[src/core/cdc_defines.svh]
/*
 Constants for the clock distribution control block: register offsets,
 field positions, reset values and pin role codes.
 Assumes inclusion by bare name from the package and the core module.
*/
// Contract
// - Bit 4 of the sync config register powers down the sync circuit; resets to zero.
// - Bits 6:5 pick the multipurpose pin role; 00 reset default, 10 test only.
// - Writing one to update bit 0 copies buffers to active registers next serial edge.
// - Update bit clears itself; no zero write is needed before another update.
// - The whole PLL section can be powered down under register control.
// - A bypassed output divider is powered down and passes clock as divide by one.
// - Fine delay blocks on both delay outputs stay down unless delay is selected.
// - Each output powers down alone; emitter-coupled outputs have safe and off states.
// - The whole distribution section can be powered down under register control.
// - Powering a block down and up keeps its register settings.
// - Any power down marks sync lost; host must issue a sync to realign.
// - In align role, pin low holds outputs; following rising edge triggers sync.
`ifndef CDC_DEFINES_SVH
`define CDC_DEFINES_SVH
`define CDC_OFS_SYNC_CFG    8'h58
`define CDC_OFS_UNUSED      8'h59
`define CDC_OFS_UPDATE      8'h5a
`define CDC_BIT_SYNC_PD     4
`define CDC_BIT_ROLE_LO     5
`define CDC_BIT_ROLE_HI     6
`define CDC_BIT_UPDATE      0
`define CDC_SYNC_CFG_MASK   8'h7f
`define CDC_SYNC_CFG_RST    8'h00
`define CDC_ROLE_RESET      2'h0
`define CDC_ROLE_ALIGN      2'h1
`define CDC_ROLE_TEST       2'h2
`define CDC_ROLE_PWRDN      2'h3
`endif

[src/core/cdc_pkg.sv]
/*
 Types for the clock distribution control block.
 Assumes cdc_defines.svh is on the include path.
*/
`default_nettype none
`include "cdc_defines.svh"
package cdc_pkg;
   typedef enum logic [1:0] {
      CDC_ROLE_RESET_E = 2'h0,
      CDC_ROLE_ALIGN_E = 2'h1,
      CDC_ROLE_TEST_E  = 2'h2,
      CDC_ROLE_PWRDN_E = 2'h3
   } cdc_pin_role_t;
   // Power state of one emitter-coupled output
   typedef enum logic [1:0] {
      CDC_PECL_ON   = 2'h0,
      CDC_PECL_SAFE = 2'h1,
      CDC_PECL_OFF  = 2'h3
   } cdc_pecl_pd_t;
   typedef enum logic [1:0] {
      CDC_ALIGN_IDLE = 2'h0,
      CDC_ALIGN_HOLD = 2'h1,
      CDC_ALIGN_FIRE = 2'h3
   } cdc_align_st_t;
   typedef struct packed {
      logic       write;
      logic [7:0] addr;
      logic [7:0] data;
   } cdc_wr_t;
endpackage
`default_nettype wire

[src/core/cdc_ctrl.sv]
/*
 Control core: sync config and update strobe registers, buffered to active
 copy, power-down fan-out and multipurpose pin handling.
 Assumes the serial port decoder hands in byte writes and read addresses
 on the MCLK domain; SCLK_RISE carries the serial clock level, and its rising edge is found here.
 The multipurpose pin and SCLK_RISE come from outside and are filtered here.
*/
`timescale 1ns/1ps
`default_nettype none
`include "cdc_defines.svh"
module cdc_ctrl
   import cdc_pkg::*;
#(
   parameter int N_PECL = 4,
   parameter int N_LOW  = 4,
   parameter int N_DIV  = 8
)(
   input  wire logic                MCLK,
   input  wire logic                SYS_RST,
   input  wire cdc_wr_t             WR,
   input  wire logic [7:0]          RD_ADDR,
   output logic      [7:0]          RD_DATA,
   input  wire logic                SCLK_RISE,
   input  wire logic                FUNC_PIN,
   input  wire logic                PLL_PD_REQ,
   input  wire logic                DIST_PD_REQ,
   input  wire logic [N_DIV-1:0]    DIV_BYPASS,
   input  wire logic [1:0]          DELAY_SEL,
   input  wire logic [N_PECL*2-1:0] PECL_PD_REQ,
   input  wire logic [N_LOW-1:0]    LOW_PD_REQ,
   output logic                     SYNC_PD,
   output logic      [1:0]          PIN_ROLE,
   output logic                     UPDATE_PULSE,
   output logic                     PLL_PD,
   output logic                     DIST_PD,
   output logic      [N_DIV-1:0]    DIV_PD,
   output logic      [1:0]          DELAY_PD,
   output logic      [N_PECL*2-1:0] PECL_PD,
   output logic      [N_LOW-1:0]    LOW_PD,
   output logic                     OUT_HOLD,
   output logic                     SYNC_TRIG,
   output logic                     SYNC_LOST,
   output logic                     CHIP_RST,
   output logic                     CHIP_PD
);
   // Input filters: three stages, change accepted when stages 2 and 3 agree
   logic [2:0] pin_sync_reg, pin_sync_next;
   logic [2:0] sck_sync_reg, sck_sync_next;
   logic       pin_lvl_reg, pin_lvl_next;
   logic       sck_lvl_reg, sck_lvl_next;
   logic       pin_rise, sck_rise;

   always_comb begin
      pin_sync_next = {pin_sync_reg[1:0], FUNC_PIN};
      sck_sync_next = {sck_sync_reg[1:0], SCLK_RISE};
      pin_lvl_next  = pin_lvl_reg;
      sck_lvl_next  = sck_lvl_reg;
      if (pin_sync_reg[1] == pin_sync_reg[2]) begin
         pin_lvl_next = pin_sync_reg[2];
      end
      if (sck_sync_reg[1] == sck_sync_reg[2]) begin
         sck_lvl_next = sck_sync_reg[2];
      end
   end

   always_ff @(posedge MCLK) begin
      if (SYS_RST) begin
         pin_sync_reg <= 3'h7;
         sck_sync_reg <= 3'h0;
         pin_lvl_reg  <= 1'b1;
         sck_lvl_reg  <= 1'b0;
      end else begin
         pin_sync_reg <= pin_sync_next;
         sck_sync_reg <= sck_sync_next;
         pin_lvl_reg  <= pin_lvl_next;
         sck_lvl_reg  <= sck_lvl_next;
      end
   end

   assign pin_rise = pin_lvl_next & ~pin_lvl_reg;
   assign sck_rise = sck_lvl_next & ~sck_lvl_reg;

   // Buffered and active register copies
   logic [7:0] cfg_buf_reg, cfg_buf_next;
   logic [7:0] cfg_act_reg, cfg_act_next;
   logic       upd_pend_reg, upd_pend_next;
   logic       upd_pulse_reg, upd_pulse_next;
   logic [7:0] rd_data_reg, rd_data_next;

   always_comb begin
      cfg_buf_next   = cfg_buf_reg;
      cfg_act_next   = cfg_act_reg;
      upd_pend_next  = upd_pend_reg;
      upd_pulse_next = 1'b0;
      if (WR.write && WR.addr == `CDC_OFS_SYNC_CFG) begin
         cfg_buf_next = WR.data & `CDC_SYNC_CFG_MASK;
      end
      if (upd_pend_reg && sck_rise) begin
         cfg_act_next   = cfg_buf_reg;
         upd_pend_next  = 1'b0;
         upd_pulse_next = 1'b1;
      end
      // A new strobe in the transfer cycle stays pending: set wins
      if (WR.write && WR.addr == `CDC_OFS_UPDATE && WR.data[`CDC_BIT_UPDATE]) begin
         upd_pend_next = 1'b1;
      end
      case (RD_ADDR)
         `CDC_OFS_SYNC_CFG: rd_data_next = cfg_buf_reg;
         `CDC_OFS_UPDATE:   rd_data_next = {7'h00, upd_pend_reg};
         default:           rd_data_next = 8'h00;
      endcase
   end

   always_ff @(posedge MCLK) begin
      if (SYS_RST) begin
         cfg_buf_reg   <= `CDC_SYNC_CFG_RST;
         cfg_act_reg   <= `CDC_SYNC_CFG_RST;
         upd_pend_reg  <= 1'b0;
         upd_pulse_reg <= 1'b0;
         rd_data_reg   <= 8'h00;
      end else begin
         cfg_buf_reg   <= cfg_buf_next;
         cfg_act_reg   <= cfg_act_next;
         upd_pend_reg  <= upd_pend_next;
         upd_pulse_reg <= upd_pulse_next;
         rd_data_reg   <= rd_data_next;
      end
   end

   logic [1:0] role;
   assign role = cfg_act_reg[`CDC_BIT_ROLE_HI:`CDC_BIT_ROLE_LO];

   // Align sequence on the multipurpose pin
   cdc_align_st_t st_reg, st_next;
   logic          hold_next, trig_next, rst_next, pd_pin_next;
   logic          hold_reg, trig_reg, rst_reg, pd_pin_reg;

   always_comb begin
      st_next     = st_reg;
      trig_next   = 1'b0;
      case (st_reg)
         CDC_ALIGN_IDLE: begin
            if (role == `CDC_ROLE_ALIGN && !pin_lvl_next) begin
               st_next = CDC_ALIGN_HOLD;
            end
         end
         CDC_ALIGN_HOLD: begin
            if (role != `CDC_ROLE_ALIGN) begin
               st_next = CDC_ALIGN_IDLE;
            end else if (pin_rise) begin
               st_next   = CDC_ALIGN_FIRE;
               trig_next = 1'b1;
            end
         end
         CDC_ALIGN_FIRE: st_next = CDC_ALIGN_IDLE;
         default:        st_next = CDC_ALIGN_IDLE;
      endcase
      hold_next   = (st_next == CDC_ALIGN_HOLD);
      // Test code drives no pin role at all
      rst_next    = (role == `CDC_ROLE_RESET) && !pin_lvl_next;
      pd_pin_next = (role == `CDC_ROLE_PWRDN) && !pin_lvl_next;
   end

   always_ff @(posedge MCLK) begin
      if (SYS_RST) begin
         st_reg     <= CDC_ALIGN_IDLE;
         hold_reg   <= 1'b0;
         trig_reg   <= 1'b0;
         rst_reg    <= 1'b0;
         pd_pin_reg <= 1'b0;
      end else begin
         st_reg     <= st_next;
         hold_reg   <= hold_next;
         trig_reg   <= trig_next;
         rst_reg    <= rst_next;
         pd_pin_reg <= pd_pin_next;
      end
   end

   // Power-down fan-out; requests gate supplies only, settings stay put
   logic                pll_pd_reg, dist_pd_reg, sync_pd_reg, lost_reg;
   logic                pll_pd_next, dist_pd_next, sync_pd_next, lost_next;
   logic [N_DIV-1:0]    div_pd_reg, div_pd_next;
   logic [1:0]          dly_pd_reg, dly_pd_next;
   logic [N_PECL*2-1:0] pecl_pd_reg, pecl_pd_next;
   logic [N_LOW-1:0]    low_pd_reg, low_pd_next;
   logic                any_pd_rise;

   genvar g;
   generate
      for (g = 0; g < N_PECL; g++) begin : g_pecl
         // Code 10 has no meaning; treated as safe, the gentler state
         // One continuous driver per slice, so no two processes share the vector
         assign pecl_pd_next[2*g+1:2*g] =
            (PECL_PD_REQ[2*g+1:2*g] == 2'h0) ? CDC_PECL_ON  :
            (PECL_PD_REQ[2*g+1:2*g] == 2'h3) ? CDC_PECL_OFF :
                                               CDC_PECL_SAFE;
      end
   endgenerate

   always_comb begin
      pll_pd_next  = PLL_PD_REQ | pd_pin_reg;
      dist_pd_next = DIST_PD_REQ | pd_pin_reg;
      sync_pd_next = cfg_act_reg[`CDC_BIT_SYNC_PD];
      div_pd_next  = DIV_BYPASS;
      dly_pd_next  = ~DELAY_SEL;
      low_pd_next  = LOW_PD_REQ;
      any_pd_rise  = (pll_pd_next & ~pll_pd_reg) | (dist_pd_next & ~dist_pd_reg)
                   | |(pecl_pd_next & ~pecl_pd_reg) | |(low_pd_next & ~low_pd_reg)
                   | (sync_pd_next & ~sync_pd_reg)
                   | |(div_pd_next & ~div_pd_reg) | |(dly_pd_next & ~dly_pd_reg);
      lost_next    = lost_reg;
      if (trig_reg) begin
         lost_next = 1'b0;
      end
      if (any_pd_rise) begin
         lost_next = 1'b1;
      end
   end

   always_ff @(posedge MCLK) begin
      if (SYS_RST) begin
         pll_pd_reg  <= 1'b0;
         dist_pd_reg <= 1'b0;
         sync_pd_reg <= 1'b0;
         lost_reg    <= 1'b0;
         div_pd_reg  <= '0;
         dly_pd_reg  <= 2'h3;
         pecl_pd_reg <= '0;
         low_pd_reg  <= '0;
      end else begin
         pll_pd_reg  <= pll_pd_next;
         dist_pd_reg <= dist_pd_next;
         sync_pd_reg <= sync_pd_next;
         lost_reg    <= lost_next;
         div_pd_reg  <= div_pd_next;
         dly_pd_reg  <= dly_pd_next;
         pecl_pd_reg <= pecl_pd_next;
         low_pd_reg  <= low_pd_next;
      end
   end

   assign RD_DATA      = rd_data_reg;
   assign SYNC_PD      = sync_pd_reg;
   assign PIN_ROLE     = cfg_act_reg[`CDC_BIT_ROLE_HI:`CDC_BIT_ROLE_LO];
   assign UPDATE_PULSE = upd_pulse_reg;
   assign PLL_PD       = pll_pd_reg;
   assign DIST_PD      = dist_pd_reg;
   assign DIV_PD       = div_pd_reg;
   assign DELAY_PD     = dly_pd_reg;
   assign PECL_PD      = pecl_pd_reg;
   assign LOW_PD       = low_pd_reg;
   assign OUT_HOLD     = hold_reg;
   assign SYNC_TRIG    = trig_reg;
   assign SYNC_LOST    = lost_reg;
   assign CHIP_RST     = rst_reg;
   assign CHIP_PD      = pd_pin_reg;

   property p_upd_copy;
      @(posedge MCLK) disable iff (SYS_RST)
      (upd_pend_reg && sck_rise) |=> (cfg_act_reg == $past(cfg_buf_reg)) && UPDATE_PULSE;
   endproperty
   a_upd_copy: assert property (p_upd_copy) else $error("update copy missed");

   property p_upd_clear;
      @(posedge MCLK) disable iff (SYS_RST)
      UPDATE_PULSE && !$past(WR.write) |-> !upd_pend_reg;
   endproperty
   a_upd_clear: assert property (p_upd_clear) else $error("strobe not cleared");

   property p_no_copy;
      @(posedge MCLK) disable iff (SYS_RST)
      !$past(upd_pend_reg) |-> $stable(cfg_act_reg);
   endproperty
   a_no_copy: assert property (p_no_copy) else $error("active changed w/o update");

   property p_sync_pd;
      @(posedge MCLK) disable iff (SYS_RST)
      ##1 SYNC_PD == $past(cfg_act_reg[`CDC_BIT_SYNC_PD]);
   endproperty
   a_sync_pd: assert property (p_sync_pd) else $error("sync power-down wrong");

   property p_unused;
      @(posedge MCLK) disable iff (SYS_RST)
      !cfg_buf_reg[7] and (RD_ADDR == `CDC_OFS_UNUSED |=> RD_DATA == 8'h00);
   endproperty
   a_unused: assert property (p_unused) else $error("unused bits not zero");

   property p_div_pd;
      @(posedge MCLK) disable iff (SYS_RST)
      ##1 DIV_PD == $past(DIV_BYPASS) && DELAY_PD == ~$past(DELAY_SEL);
   endproperty
   a_div_pd: assert property (p_div_pd) else $error("divider/delay pd wrong");

   property p_lost;
      @(posedge MCLK) disable iff (SYS_RST)
      $rose(PLL_PD) || $rose(DIST_PD) |-> SYNC_LOST;
   endproperty
   a_lost: assert property (p_lost) else $error("sync loss not flagged");

   property p_align;
      @(posedge MCLK) disable iff (SYS_RST)
      SYNC_TRIG |-> $past(OUT_HOLD) && !OUT_HOLD;
   endproperty
   a_align: assert property (p_align) else $error("trigger without hold");

   property p_pll_pd;
      @(posedge MCLK) disable iff (SYS_RST)
      PLL_PD_REQ |=> PLL_PD && DIST_PD == ($past(DIST_PD_REQ) | $past(pd_pin_reg));
   endproperty
   a_pll_pd: assert property (p_pll_pd) else $error("pll pd not followed");
endmodule
`default_nettype wire

[config.mk]
export PLATFORM = sky130hd
export DESIGN_NAME = cdc_ctrl
export DESIGN_NICKNAME = d
export VERILOG_FILES = /design/src/core/cdc_pkg.sv /design/src/core/cdc_ctrl.sv
export VERILOG_INCLUDE_DIRS = /design/src /design/src/core
export SDC_FILE = /design/constraint.sdc
export NUM_CORES = 1
export LEC_CHECK = 0
export BUFFER_PORTS_ARGS = -buffer_cell sky130_fd_sc_hd__buf_2
export CAP_MARGIN = 20
export CORE_MARGIN = 2
export CORE_UTILIZATION = 49
export DETAILED_ROUTE_END_ITERATION = 16
export MAX_ROUTING_LAYER = met4
export PLACE_DENSITY = 0.83
export SETUP_SLACK_MARGIN = 0.3
export SYNTH_ARGS = -nofsm -noshare
export SYNTH_HDL_FRONTEND = slang
export SYNTH_SLANG_ARGS = --single-unit
[constraint.sdc]
create_clock -name MCLK -period 2.28 [get_ports MCLK]
set_input_delay 0.228 -clock MCLK [delete_from_list [all_inputs] [get_ports MCLK]]
set_output_delay 0.228 -clock MCLK [all_outputs]
set_load 0.01 [all_outputs]
Word level (Yosys, flattened, before mapping)

Index checks and enable logic that the tools add are counted.

Equality and inequality tests: 15
Mux-type cells: 21
Bitwise logic cells: 28
Reduce and logical (&&, ||, !) cells: 21

Operators with widths:

| operator                                               | count |
|---|---|
| == test 8 x 7 -> 1 bit (second input constant)         | 4 |
| 2-to-1 mux 2 bit                                       | 11 |
| bitwise AND 8 bit                                      | 2 |
| inverter 8 bit                                         | 2 |
| OR reduction 8 bit                                     | 2 |
| case mux 7 bit (2 select lines)                        | 1 |
| logical NOT 2 bit                                      | 6 |
| == test 2 bit (second input constant)                  | 5 |
| 2-to-1 mux 1 bit                                       | 8 |
| bitwise OR 1 bit                                       | 8 |
| logical AND 1 bit                                      | 7 |
| == test 2 x 1 -> 1 bit (second input constant)         | 3 |
| inverter 1 bit                                         | 6 |
| bitwise AND 1 bit                                      | 5 |
| bitwise AND 4 bit                                      | 1 |
| inverter 2 bit                                         | 2 |
| inverter 4 bit                                         | 1 |
| case mux 2 bit (2 select lines)                        | 1 |
| nonzero test 2 bit                                     | 2 |
| OR reduction 4 bit                                     | 1 |
| OR reduction 3 bit                                     | 1 |
| bitwise AND 2 bit                                      | 1 |
| == test 1 bit                                          | 2 |
| inequality test 2 x 1 -> 1 bit (second input constant) | 1 |
| 2 further kinds                                        | 2 |

Register bits: 64
Output and inout bits: 41
Word-level logic and storage cells: 107

Depth between registers and ports, before layout

Gate-level depths: netlist of run 1.

Depth in word-level cells: 11
Gate-level depth with buffers: 5
Mapped depth without buffers: 4

Worst setup path before layout of run 1

No wires, ideal clock.

Path type: input to register
Start: input port WR[15] (netlist name)
End: register cfg_buf_reg[1]
Data arrival time: 1.035 ns
Data required time: 2.152 ns
Setup slack: 1.118 ns
Stages: 5
Buffers on the path: 1
Path through: nand4b_4 nor4b_4 buf_6 mux2i_1 nor2_1

Longest elaborated chain between the ends: 2

Ends and longest elaborated chain:

| what                             | RTL line        | text |
|---|---|---|
| from (decl)                      | cdc_ctrl.sv:20  | `input wire cdc_wr_t WR,` |
| == test 8 x 7 -> 1 bit (no line) | -               |  |
| logical AND 1 bit (no line)      | -               |  |
| to (signal assigned)             | cdc_ctrl.sv:116 | `` cfg_buf_reg <= `CDC_SYNC_CFG_RST; `` |
| to (signal assigned)             | cdc_ctrl.sv:122 | `cfg_buf_reg <= cfg_buf_next;` |
| to (decl)                        | cdc_ctrl.sv:84  | `logic [7:0] cfg_buf_reg, cfg_buf_next;` |

Every way passes these cells.
A chain may end at the register's enable or synchronous reset.

Worst setup path in the final report of run 1

Start: register pecl_pd_reg[1], in the netlist PECL_PD[1]
End: register lost_reg, in the netlist SYNC_LOST

Longest elaborated chain between the ends: 9

Ends and longest elaborated chain:

| what                                                   | RTL line        | text |
|---|---|---|
| from (decl)                                            | cdc_ctrl.sv:185 | `logic [N_PECL*2-1:0] pecl_pd_reg, pecl_pd_next;` |
| from (signal assigned)                                 | cdc_ctrl.sv:238 | `pecl_pd_reg <= pecl_pd_next;` |
| inverter 8 bit *                                       | cdc_ctrl.sv:209 | `\| \|(pecl_pd_next & ~pecl_pd_reg) \| \|(low_pd_next & ~low_pd_reg)` |
| bitwise AND 8 bit *                                    | cdc_ctrl.sv:209 |  |
| OR reduction 8 bit *                                   | cdc_ctrl.sv:209 |  |
| bitwise OR 1 bit * (2 in a row)                        | cdc_ctrl.sv:209 |  |
| bitwise OR 1 bit *                                     | cdc_ctrl.sv:210 | `\| (sync_pd_next & ~sync_pd_reg)` |
| bitwise OR 1 bit * (2 in a row)                        | cdc_ctrl.sv:211 | `\| \|(div_pd_next & ~div_pd_reg) \| \|(dly_pd_next & ~dly_pd_reg);` |
| 2-to-1 mux 1 bit or nonzero test 2 bit (tied branches) | -               |  |
| to (signal assigned)                                   | cdc_ctrl.sv:235 | `lost_reg <= lost_next;` |
| to (decl)                                              | cdc_ctrl.sv:181 | `logic pll_pd_reg, dist_pd_reg, sync_pd_reg, lost_reg;` |

Every way passes the cells marked *; elsewhere a longest branch is shown, timed or not.

==> out/qor.csv, run 1 <==
stage,metric,value,unit
grt,GRT Overall Usage,19.8,%
layout,layout cells sized above 1,36.3,%
route,initial DRC count,62,
synth,Synth Flop Type,dfxtp_1,
synth,ys async rst share,0,%
timing,Slew @ Worst Pin,658,ps
placed_design,count of buffers from port buffering,91,
route,Via Count,1731,
clocking,post-cts sizing count,0,
timing,"Setup violations, final",0,
grt,initial antenna violation count,0,
synth,Synth cell types,34,
timing,WHS,80.5,ps
floorplanning,std cell rows,23,
layout,"Core Util, Final",68.4,%
layout,"most common cell after layout, fill and taps aside",buf_2,
route,Routed Antenna Nets,0,
placed_design,post-DP HPWL,3.13,mm
route,drt first pass iters,4,
synth,Yosys reg bits,59,
timing,worst relative slew slack,55.9,%
floorplanning,Core ar.,0.00406,sq mm
layout,"Net count, final",355,
synth,ranking of synthesized cells by area,"dfxtp_1 56%, nor2_1 6.1%, nand2b_1 5.7%",
clocking,cts hold-fix bufs,0,
grt,vias in the first global route,1705,
floorplanning,# IOs,94,
timing,RSZ-0062 raised after global routing,false,
clocking,Post CTS Setup Buffer Count,0,
power,leakage,1.32,nW
synth,register area share after synthesis,56.5,%
grt,GR peak layer,met2,
floorplanning,die height,69.3,microns
grt,routing usage on met3,7.12,%
layout,area delta synth->final,32.7,%
grt,met1 Resource Use GR,22.1,%
timing,crit share post-route,55.1,%
synth,Post-synth EDFFs,0,
grt,largest net degree at the start of global routing,32,
setup_path,critical path type,register to register,
setup_path,Worst Setup End Kind,register,
layout,Register Area,0.00118,sq mm
synth,syn nets,261,
grt,met2 global-route usage,31.0,%
clocking,root buf cell,clkbuf_8,
timing,Tmin final,1260,ps
synth,syn_area_per_cell,10.1,sq um
clocking,Max Root-Sink Buffers,2,
timing,"Hold Vio Cnt, Final",0,
synth,number of synthesis warnings,0,
floorplanning,Initial Util,51.5,%
timing,setup_tns,0,ps
floorplanning,full die area,0.00481,sq mm
timing,worst clock skew,2.92,ps
layout,antenna diode count,0,
layout,Fillers,320,
floorplanning,Die W,69.3,microns
layout,most frequent cells in the layout,"91 x buf_2, 59 x dfxtp_1, 34 x nor2_1, 19 x nand2b_1, 14 x nor2b_1",
grt,first-pass GRT wire length,7.28,mm
job,MaxCap Viol Count,0,
clocking,CTS tree,yes,
clocking,CTS buffer count,9,
setup_path,"Data arrival, critical path",1430,ps
clocking,"Reg clk slew, reported paths",60,ps
synth,Post-Synthesis Cell Area,0.00209,sq mm
placed_design,gp weighted congestion,0.871,
clocking,H-tree Lvls,3,
layout,Finished Layout Cells,356,
setup_path,Worst setup SP type,register,
power,worst vdd ir,449,uV
clocking,clk_lat worst skew,320,ps
timing,final-report max-slew violation count,0,
synth,Mapped Cells,208,
placed_design,placed insts,341,
min_path,worst hold path type,input pin to register,
route,via/cell ratio,4.86,
clocking,CTS Sinks,59,
route,detailed-route wire length per cell,11.8,microns
setup_path,worst-path fanout max,2,
setup_path,Worst EP required,2450,ps
synth,leading area contributor after synthesis,dfxtp_1,
grt,global route total overflow,0,
route,WL final,4.20,mm
route,Residual DRC,0,
synth,share of the synthesized area in the top cell type,56.5,%
status,status,"finished, final reports clean",
timing,Peak Freq,797,MHz
power,Cell Pwr Density,798,mW/mm^2
layout,multi-input combinational cell area,826,sq um
[stage by stage]
stage	total power, mW	setup slack [ps]	cell area (sq um)
3_3_place_gp	1.25	733	2560
4_1_cts	2.24	978	2780
6_report	2.22	1020	2780
2_1_floorplan	1.17	1120	2090
5_1_grt	2.31	908	2780
3_5_place_dp	1.25	694	2560
[final cells by class]
type,count,share of cell area (%)
flip-flops and latches,59,42.6
multi-input cells,132,29.8
repair buffers,92,16.7
clock buffers,14,6.58
well taps,50,2.25
clock inverters,1,1.08
inverters,8,1.08
[power by group]
group	internal, mW	switching, mW
sequential	1.06	0.0144
combinational	0.0795	0.0773
clock	0.619	0.365
total	1.76	0.457
[layer usage]
layer	up-vias	routed length, microns
met5	-	0
met4	0	44
met3	8	357
met2	78	1980
met1	765	1810
li1	880	-
[cell families after synthesis]
| family | synth area share [%] |
|---|---|
| other | 0.179 |
| AOI/OAI and AO/OA | 7.54 |
| buffers and inverters | 4.01 |
| DFF | 56.5 |
| muxes | 5.27 |
| and+or+nand+nor | 26.5 |
[cells in the mapped netlist (3+ instances only)]
cell type  instances
nor2b_1           14
and2_1             6
mux2i_1           11
nor2_1            34
dfxtp_1           59
or2_2              3
inv_1              8
nor4bb_1           3
o2111ai_1          4
buf_4              3
nand2_1           10
o21ai_0            5
a21boi_0           4
nand2b_1          19
[critical path, stage by stage, from the launching register on]
cell,delay [ps]
dfxtp_1,320
nand2b_1,100
a21boi_0,80
a2111oi_0,410
a41oi_1,200
[final timing paths]
kind	startpoint	to	slack (ps)	cells after the start
setup / recovery	PECL_PD[1]	SYNC_LOST	1020	4
hold / removal	FUNC_PIN	pin_sync_reg[0]	80	2
setup reg to reg	PECL_PD[1]	SYNC_LOST	1020	4
hold reg to reg	pin_sync_reg[0]	pin_sync_reg[1]	410	1
Power figures use the tool's default switching activity.
==> inputs of run 2 (changes only) <==
--- a/config.mk
+++ b/config.mk
@@ -9,10 +9,10 @@
 export BUFFER_PORTS_ARGS = -buffer_cell sky130_fd_sc_hd__buf_2
 export CAP_MARGIN = 20
 export CORE_MARGIN = 2
-export CORE_UTILIZATION = 49
+export CORE_UTILIZATION = 46
 export DETAILED_ROUTE_END_ITERATION = 16
 export MAX_ROUTING_LAYER = met4
-export PLACE_DENSITY = 0.83
+export PLACE_DENSITY = 0.78
 export SETUP_SLACK_MARGIN = 0.3
 export SYNTH_ARGS = -nofsm -noshare
 export SYNTH_HDL_FRONTEND = slang
==> constraint.sdc (replaced) <==
create_clock -name MCLK -period 1.2 [get_ports MCLK]
set_input_delay 0.12 -clock MCLK [delete_from_list [all_inputs] [get_ports MCLK]]
set_output_delay 0.12 -clock MCLK [all_outputs]
set_load 0.01 [all_outputs]
==> out/qor.csv, run 2 (same netlist as run 1, synthesis figures left out) <==
stage,metric,value,unit,change
status,status,finished with violations,,"was finished, final reports clean"
status,failing checks,negative setup slack,,
setup_path,worst-path fanout max,2,,unchanged
route,via/cell ratio,4.99,,was 4.86
grt,global route total overflow,0,,unchanged
layout,Register Area,0.00123,sq mm,was 0.00118 sq mm
floorplanning,# IOs,94,,unchanged
setup_path,critical path cell sequence,nand2b_1 > o2111ai_2 > nor4_4 > a41oi_2,,was nand2b_1 > a21boi_0 > a2111oi_0 > a41oi_1
route,Residual DRC,0,,unchanged
layout,multi-input combinational cell area,916,sq um,was 826 sq um
grt,first-pass GRT wire length,8.35,mm,was 7.28 mm
timing,"Setup violations, final",1,,was 0
timing,"Hold Vio Cnt, Final",0,,unchanged
timing,WHS,15.6,ps,was 80.5 ps
setup_path,Crit-path slowest cell,dfxtp_2,,was a2111oi_0
setup_path,crit-path max cell delay,340,ps,was 410 ps
min_path,Hold Crit Depth,2,,unchanged
route,WL final,5.82,mm,was 4.20 mm
timing,worst clock skew,5.91,ps,was 2.92 ps
power,clock share of power,39.0,%,was 44.4%
layout,layout cells sized above 1,55.7,%,was 36.3%
setup_path,"Data arrival, critical path",1440,ps,was 1430 ps
clocking,CTS tree,yes,,unchanged
clocking,root buf cell,clkbuf_8,,unchanged
floorplanning,Initial Util,48.0,%,was 51.5%
grt,vias in the first global route,1919,,"was 1,705"
placed_design,post-DP HPWL,3.30,mm,was 3.13 mm
timing,Tmin final,1250,ps,was 1260 ps
timing,final worst setup slack,-45.3,ps,was 1020 ps
clocking,"Reg clk slew, reported paths",60,ps,about the same
placed_design,gp weighted congestion,0.798,,was 0.871
power,Cell Pwr Density,1240,mW/mm^2,was 798 mW/mm^2
power,Internal Pwr Total,3.18,mW,was 1.76 mW
route,Via Count,1928,,"was 1,731"
clocking,clk_lat worst skew,330,ps,was 320 ps
floorplanning,full die area,0.00510,sq mm,was 0.00481 sq mm
power,Switching Share,23.1,%,was 20.6%
route,drt first pass iters,5,,was 4
power,Psw,0.951,mW,was 0.457 mW
placed_design,count of buffers from port buffering,91,,unchanged
setup_path,Worst Setup End Kind,register,,unchanged
timing,crit share post-route,104,%,was 55.1%
setup_path,Worst setup SP type,register,,unchanged
layout,"Net count, final",383,,was 355
layout,Fillers,270,,was 320
power,Seq pwr share,50.0,%,was 48.5%
min_path,worst hold path type,input pin to register,,unchanged
floorplanning,std cell rows,24,,was 23
timing,final-report max-slew violation count,0,,unchanged
route,initial DRC count,91,,was 62
layout,area delta synth->final,59.7,%,was 32.7%
layout,most frequent cells in the layout,"58 x buf_2, 41 x buf_6, 35 x dfxtp_2, 34 x nor2_1, 22 x dfxtp_1",,"was 91 x buf_2, 59 x dfxtp_1, 34 x nor2_1, 19 x nand2b_1, 14 x nor2b_1"
clocking,Max Root-Sink Buffers,2,,unchanged
grt,initial antenna violation count,0,,unchanged
power,Logic pwr share,11.1,%,was 7.1%
clocking,CTS buffer count,9,,unchanged
power,leakage,1.53,nW,was 1.32 nW
route,Routed Antenna Nets,0,,unchanged
grt,GRT Overall Usage,22.2,%,was 19.8%
floorplanning,die height,71.4,microns,was 69.3 microns
setup_path,critical path type,register to register,,unchanged
timing,Peak Freq,803,MHz,was 797 MHz
job,MaxCap Viol Count,0,,unchanged
timing,RSZ-0062 raised after global routing,true,,was false
clocking,CTS Sinks,59,,unchanged
setup_path,Worst EP required,1390,ps,was 2450 ps
power,worst vdd ir,830,uV,was 449 uV
clocking,H-tree Lvls,3,,unchanged
floorplanning,Core ar.,0.00435,sq mm,was 0.00406 sq mm
floorplanning,Die W,71.4,microns,was 69.3 microns
placed_design,pre-CTS WS,-57.4,ps,was 694 ps
grt,largest net degree at the start of global routing,31,,was 32
setup_path,reg2reg path depth,4,,unchanged
route,detailed-route wire length per cell,15.1,microns,was 11.8 microns
layout,"most common cell after layout, fill and taps aside",buf_2,,unchanged
layout,antenna diode count,0,,unchanged
## run 2: cell count changes in the layout (fill, tap and decap cells not counted), moves of 3 or more
cell	previous run	this run
buf_6	0	41
dfxtp_1	59	22
dfxtp_2	0	35
buf_2	91	58
buf_4	1	18
a21boi_0	4	0
a21boi_2	0	3
dlygate4sd3_1	0	3
## run 2: area by class of cell
type                    instances  share of cell area [%]
well taps                      52                    1.95
repair buffers                120                    27.5
clock buffers                  13                    5.06
multi-input cells             132                    27.4
clock inverters                 2                   0.300
inverters                       8                   0.899
flip-flops and latches         59                    36.9
## run 2: path summary, 6_finish.rpt
path                   startpoint         endpoint  slack [ps]
setup / recovery        DIV_PD[0]        SYNC_LOST         -50
hold / removal          SCLK_RISE  sck_sync_reg[0]          20
setup reg to reg        DIV_PD[0]        SYNC_LOST         -50
hold reg to reg   pin_sync_reg[0]  pin_sync_reg[1]         410
## run 2: worst max-delay path, delay by kind of cell, from the launching register on
| family | cells | cell delay (ps) |
|---|---|---|
| AND/OR/NAND/NOR | 2 | 480 |
| flip-flops | 1 | 340 |
| AO/OA/AOI/OAI | 2 | 300 |
## run 2: power by group through the flow
stage                     Clock (mW)  Sequential [mW]  Combinational, mW
final                           1.61             2.06              0.456
after global routing            1.74             2.07              0.490
after CTS                       1.64             2.05              0.405
after detailed placement           0             2.08              0.337
after global placement             0             2.08              0.331
after floorplan                    0             2.10              0.116
## run 2: timing repair
| action | CTS | global route |
|---|---|---|
| buffers inserted | 6 | 3 |
| pin swaps | 4 | 5 |
| gates resized for setup | 70 | 26 |
| hold buffers | 3 | 0 |
| endpoints found under the setup margin | 41 | 49 |
| hold endpoints to repair | 3 | 0 |
## run 2: layer usage
layer | track usage, % | wire [microns] | vias up
li1 | - | - | 934
met1 | 22.2 | 2110 | 881
met4 | 11.9 | 137 | 0
met5 | - | 0 | -
met2 | 38.6 | 3060 | 99
met3 | 6.47 | 514 | 14
## run 2: through the flow
step | TNS (ps) | power [mW] | instance area, sq um | instances | util, %
CTS | 0 | 4.10 | 3210 | 383 | 73.8
global placement | -82.5 | 2.41 | 2700 | 359 | 62.1
detailed placement | -259 | 2.42 | 2700 | 359 | 62.1
finish | -45.3 | 4.13 | 3340 | 386 | 76.7
floorplan | 0 | 2.22 | 2110 | 208 | -
global route | -116 | 4.29 | 3340 | 386 | 76.7
==> inputs of run 3 (changes only) <==
--- a/config.mk
+++ b/config.mk
@@ -13,6 +13,7 @@
 export DETAILED_ROUTE_END_ITERATION = 16
 export MAX_ROUTING_LAYER = met4
 export PLACE_DENSITY = 0.78
+export REMOVE_ABC_BUFFERS = 1
 export SETUP_SLACK_MARGIN = 0.3
 export SYNTH_ARGS = -nofsm -noshare
 export SYNTH_HDL_FRONTEND = slang
==> out/qor.csv, run 3 (same netlist as run 1, synthesis figures left out) <==
stage,metric,value,unit,change
status,status,finished with violations,,unchanged
status,failing checks,negative setup slack,,unchanged
route,initial DRC count,116,,was 91
floorplanning,die height,71.4,microns,unchanged
route,detailed-route wire length per cell,15.3,microns,was 15.1 microns
clocking,Max Root-Sink Buffers,2,,unchanged
layout,area delta synth->final,58.9,%,was 59.7%
layout,"Net count, final",378,,was 383
timing,final worst setup slack,-0.391,ps,was -45.3 ps
route,WL final,5.82,mm,about the same
route,drt first pass iters,4,,was 5
setup_path,critical path cell sequence,nand2b_4 > o2111ai_4 > nor4_2 > a41oi_1,,was nand2b_1 > o2111ai_2 > nor4_4 > a41oi_2
route,via/cell ratio,5.06,,was 4.99
placed_design,Placed Instance Area,0.00263,sq mm,was 0.00270 sq mm
floorplanning,Die W,71.4,microns,unchanged
placed_design,count of buffers from port buffering,91,,unchanged
layout,Finished Layout Cells,380,,was 386
timing,setup_tns,-0.391,ps,was -45.3 ps
placed_design,placed insts,352,,was 359
floorplanning,# IOs,94,,unchanged
clocking,"Reg clk slew, reported paths",60,ps,about the same
timing,worst clock skew,5.95,ps,was 5.91 ps
clocking,clk_lat worst skew,340,ps,was 330 ps
setup_path,"Data arrival, critical path",1400,ps,was 1440 ps
placed_design,gp weighted congestion,0.787,,was 0.798
route,metal2 WL,3.01,mm,was 3.06 mm
setup_path,Worst setup SP type,register,,unchanged
setup_path,Worst Setup End Kind,register,,unchanged
floorplanning,Initial Util,48.0,%,unchanged
timing,Peak Freq,833,MHz,was 803 MHz
floorplanning,Core ar.,0.00435,sq mm,unchanged
floorplanning,std cell rows,24,,unchanged
route,met3 wire length,376,microns,was 514 microns
layout,"most common cell after layout, fill and taps aside",buf_2,,unchanged
min_path,worst hold path type,input pin to register,,unchanged
timing,Tmin final,1200,ps,was 1250 ps
setup_path,Crit-path slowest cell,dfxtp_2,,unchanged
route,Via Count,1923,,"was 1,928"
setup_path,worst-path fanout max,2,,unchanged
layout,post-route cell area,0.00332,sq mm,was 0.00334 sq mm
setup_path,crit-path max cell delay,330,ps,was 340 ps
layout,most frequent cells in the layout,"61 x buf_2, 37 x buf_6, 34 x dfxtp_2, 33 x nor2_1, 24 x dfxtp_1",,"was 58 x buf_2, 41 x buf_6, 35 x dfxtp_2, 34 x nor2_1, 22 x dfxtp_1"
grt,first-pass GRT wire length,8.47,mm,was 8.35 mm
grt,global route total overflow,0,,unchanged
layout,layout cells sized above 1,54.3,%,was 55.7%
clocking,CTS buffer count,9,,unchanged
power,leakage,1.51,nW,was 1.53 nW
grt,vias in the first global route,1876,,"was 1,919"
timing,crit share post-route,100,%,was 104%
grt,largest net degree at the start of global routing,35,,was 31
clocking,H-tree Lvls,3,,unchanged
route,Residual DRC,0,,unchanged
clocking,CTS Sinks,59,,unchanged
power,Cell Pwr Density,1310,mW/mm^2,was 1240 mW/mm^2
route,Max Used Layer,met4,,unchanged
timing,"Hold Vio Cnt, Final",0,,unchanged
route,wl on met1,2.24,mm,was 2.11 mm
timing,"Setup violations, final",1,,unchanged
timing,WHS,10.1,ps,was 15.6 ps
clocking,root buf cell,clkbuf_8,,unchanged
setup_path,critical path type,register to register,,unchanged
clocking,CTS tree,yes,,unchanged
timing,RSZ-0062 raised after global routing,true,,unchanged
power,worst vdd ir,1010,uV,was 830 uV
setup_path,Worst EP required,1400,ps,was 1390 ps
job,MaxCap Viol Count,0,,unchanged
placed_design,post-DP HPWL,3.33,mm,was 3.30 mm
timing,final-report max-slew violation count,0,,unchanged
grt,initial antenna violation count,0,,unchanged
layout,"Core Util, Final",76.3,%,was 76.7%
route,Routed Antenna Nets,0,,unchanged
layout,antenna diode count,0,,unchanged
grt,GRT Overall Usage,22.9,%,was 22.2%
floorplanning,full die area,0.00510,sq mm,unchanged
==> run 3: cell types whose count changed in the layout (fill, tap and decap cells not counted), sizes merged <==
| cell | delta |
|---|---|
| buf | -7 |
| clkinv | -1 |
| dlygate4sd3 | +2 |
| clkbuf | -1 |
| bufinv | +1 |
==> run 3: timing repair <==
item,in CTS,in global routing
setup buffers,6,3
cloned,0,0
pin swaps,7,7
hold endpoints to repair,5,0
setup endpoints to repair,42,63
hold buffers,5,0
resized for setup,70,24
==> run 3: critical path: cells and delay by family (launching register included) <==
| kind | cells | cell delay (ps) |
|---|---|---|
| flops | 1 | 330 |
| compound gates | 2 | 280 |
| simple gates | 2 | 460 |
==> run 3: path summary, 6_finish.rpt <==
| check | startpoint | endpoint | slack [ps] | depth (start not counted) |
|---|---|---|---|---|
| worst max register to register | DIV_PD[0] | SYNC_LOST | -0.4 | 4 |
| worst max-delay path | DIV_PD[0] | SYNC_LOST | -0.4 | 4 |
| worst min register to register | pin_sync_reg[0] | pin_sync_reg[1] | 420 | 1 |
| worst min-delay path | PECL_PD_REQ[1] | PECL_PD[1] | 10 | 3 |
==> run 3: through the flow <==
step	worst slack (ps)	total power, mW
4_1_cts	26.1	4.32
3_5_place_dp	-56.7	2.40
5_1_grt	-23.1	4.49
2_1_floorplan	2.97	2.20
6_report	-0.391	4.34
3_3_place_gp	-20.5	2.39
==> run 3: cell type report <==
type,count,area (sq um)
Clock buffer,12,165
Clock inverter,2,35.0
Sequential cell,59,1230
Inverter,8,30.0
Fill cell,276,1030
Timing Repair Buffer,115,862
Multi-Input combinational cell,132,937
Tap cell,52,65.1
==> run 3: power breakdown <==
group	total (mW)	internal [mW]	switching, mW	leakage (nW)
clock network	1.84	1.10	0.738	0.104
logic	0.437	0.247	0.190	0.916
registers	2.06	2.02	0.0413	0.492
==> run 3: per-layer routing <==
layer  global-route usage [%]  vias up
li1                         -      923
met4                     13.2        0
met2                     38.6       75
met3                     7.59       17
met1                     23.2      908
met5                        -        -
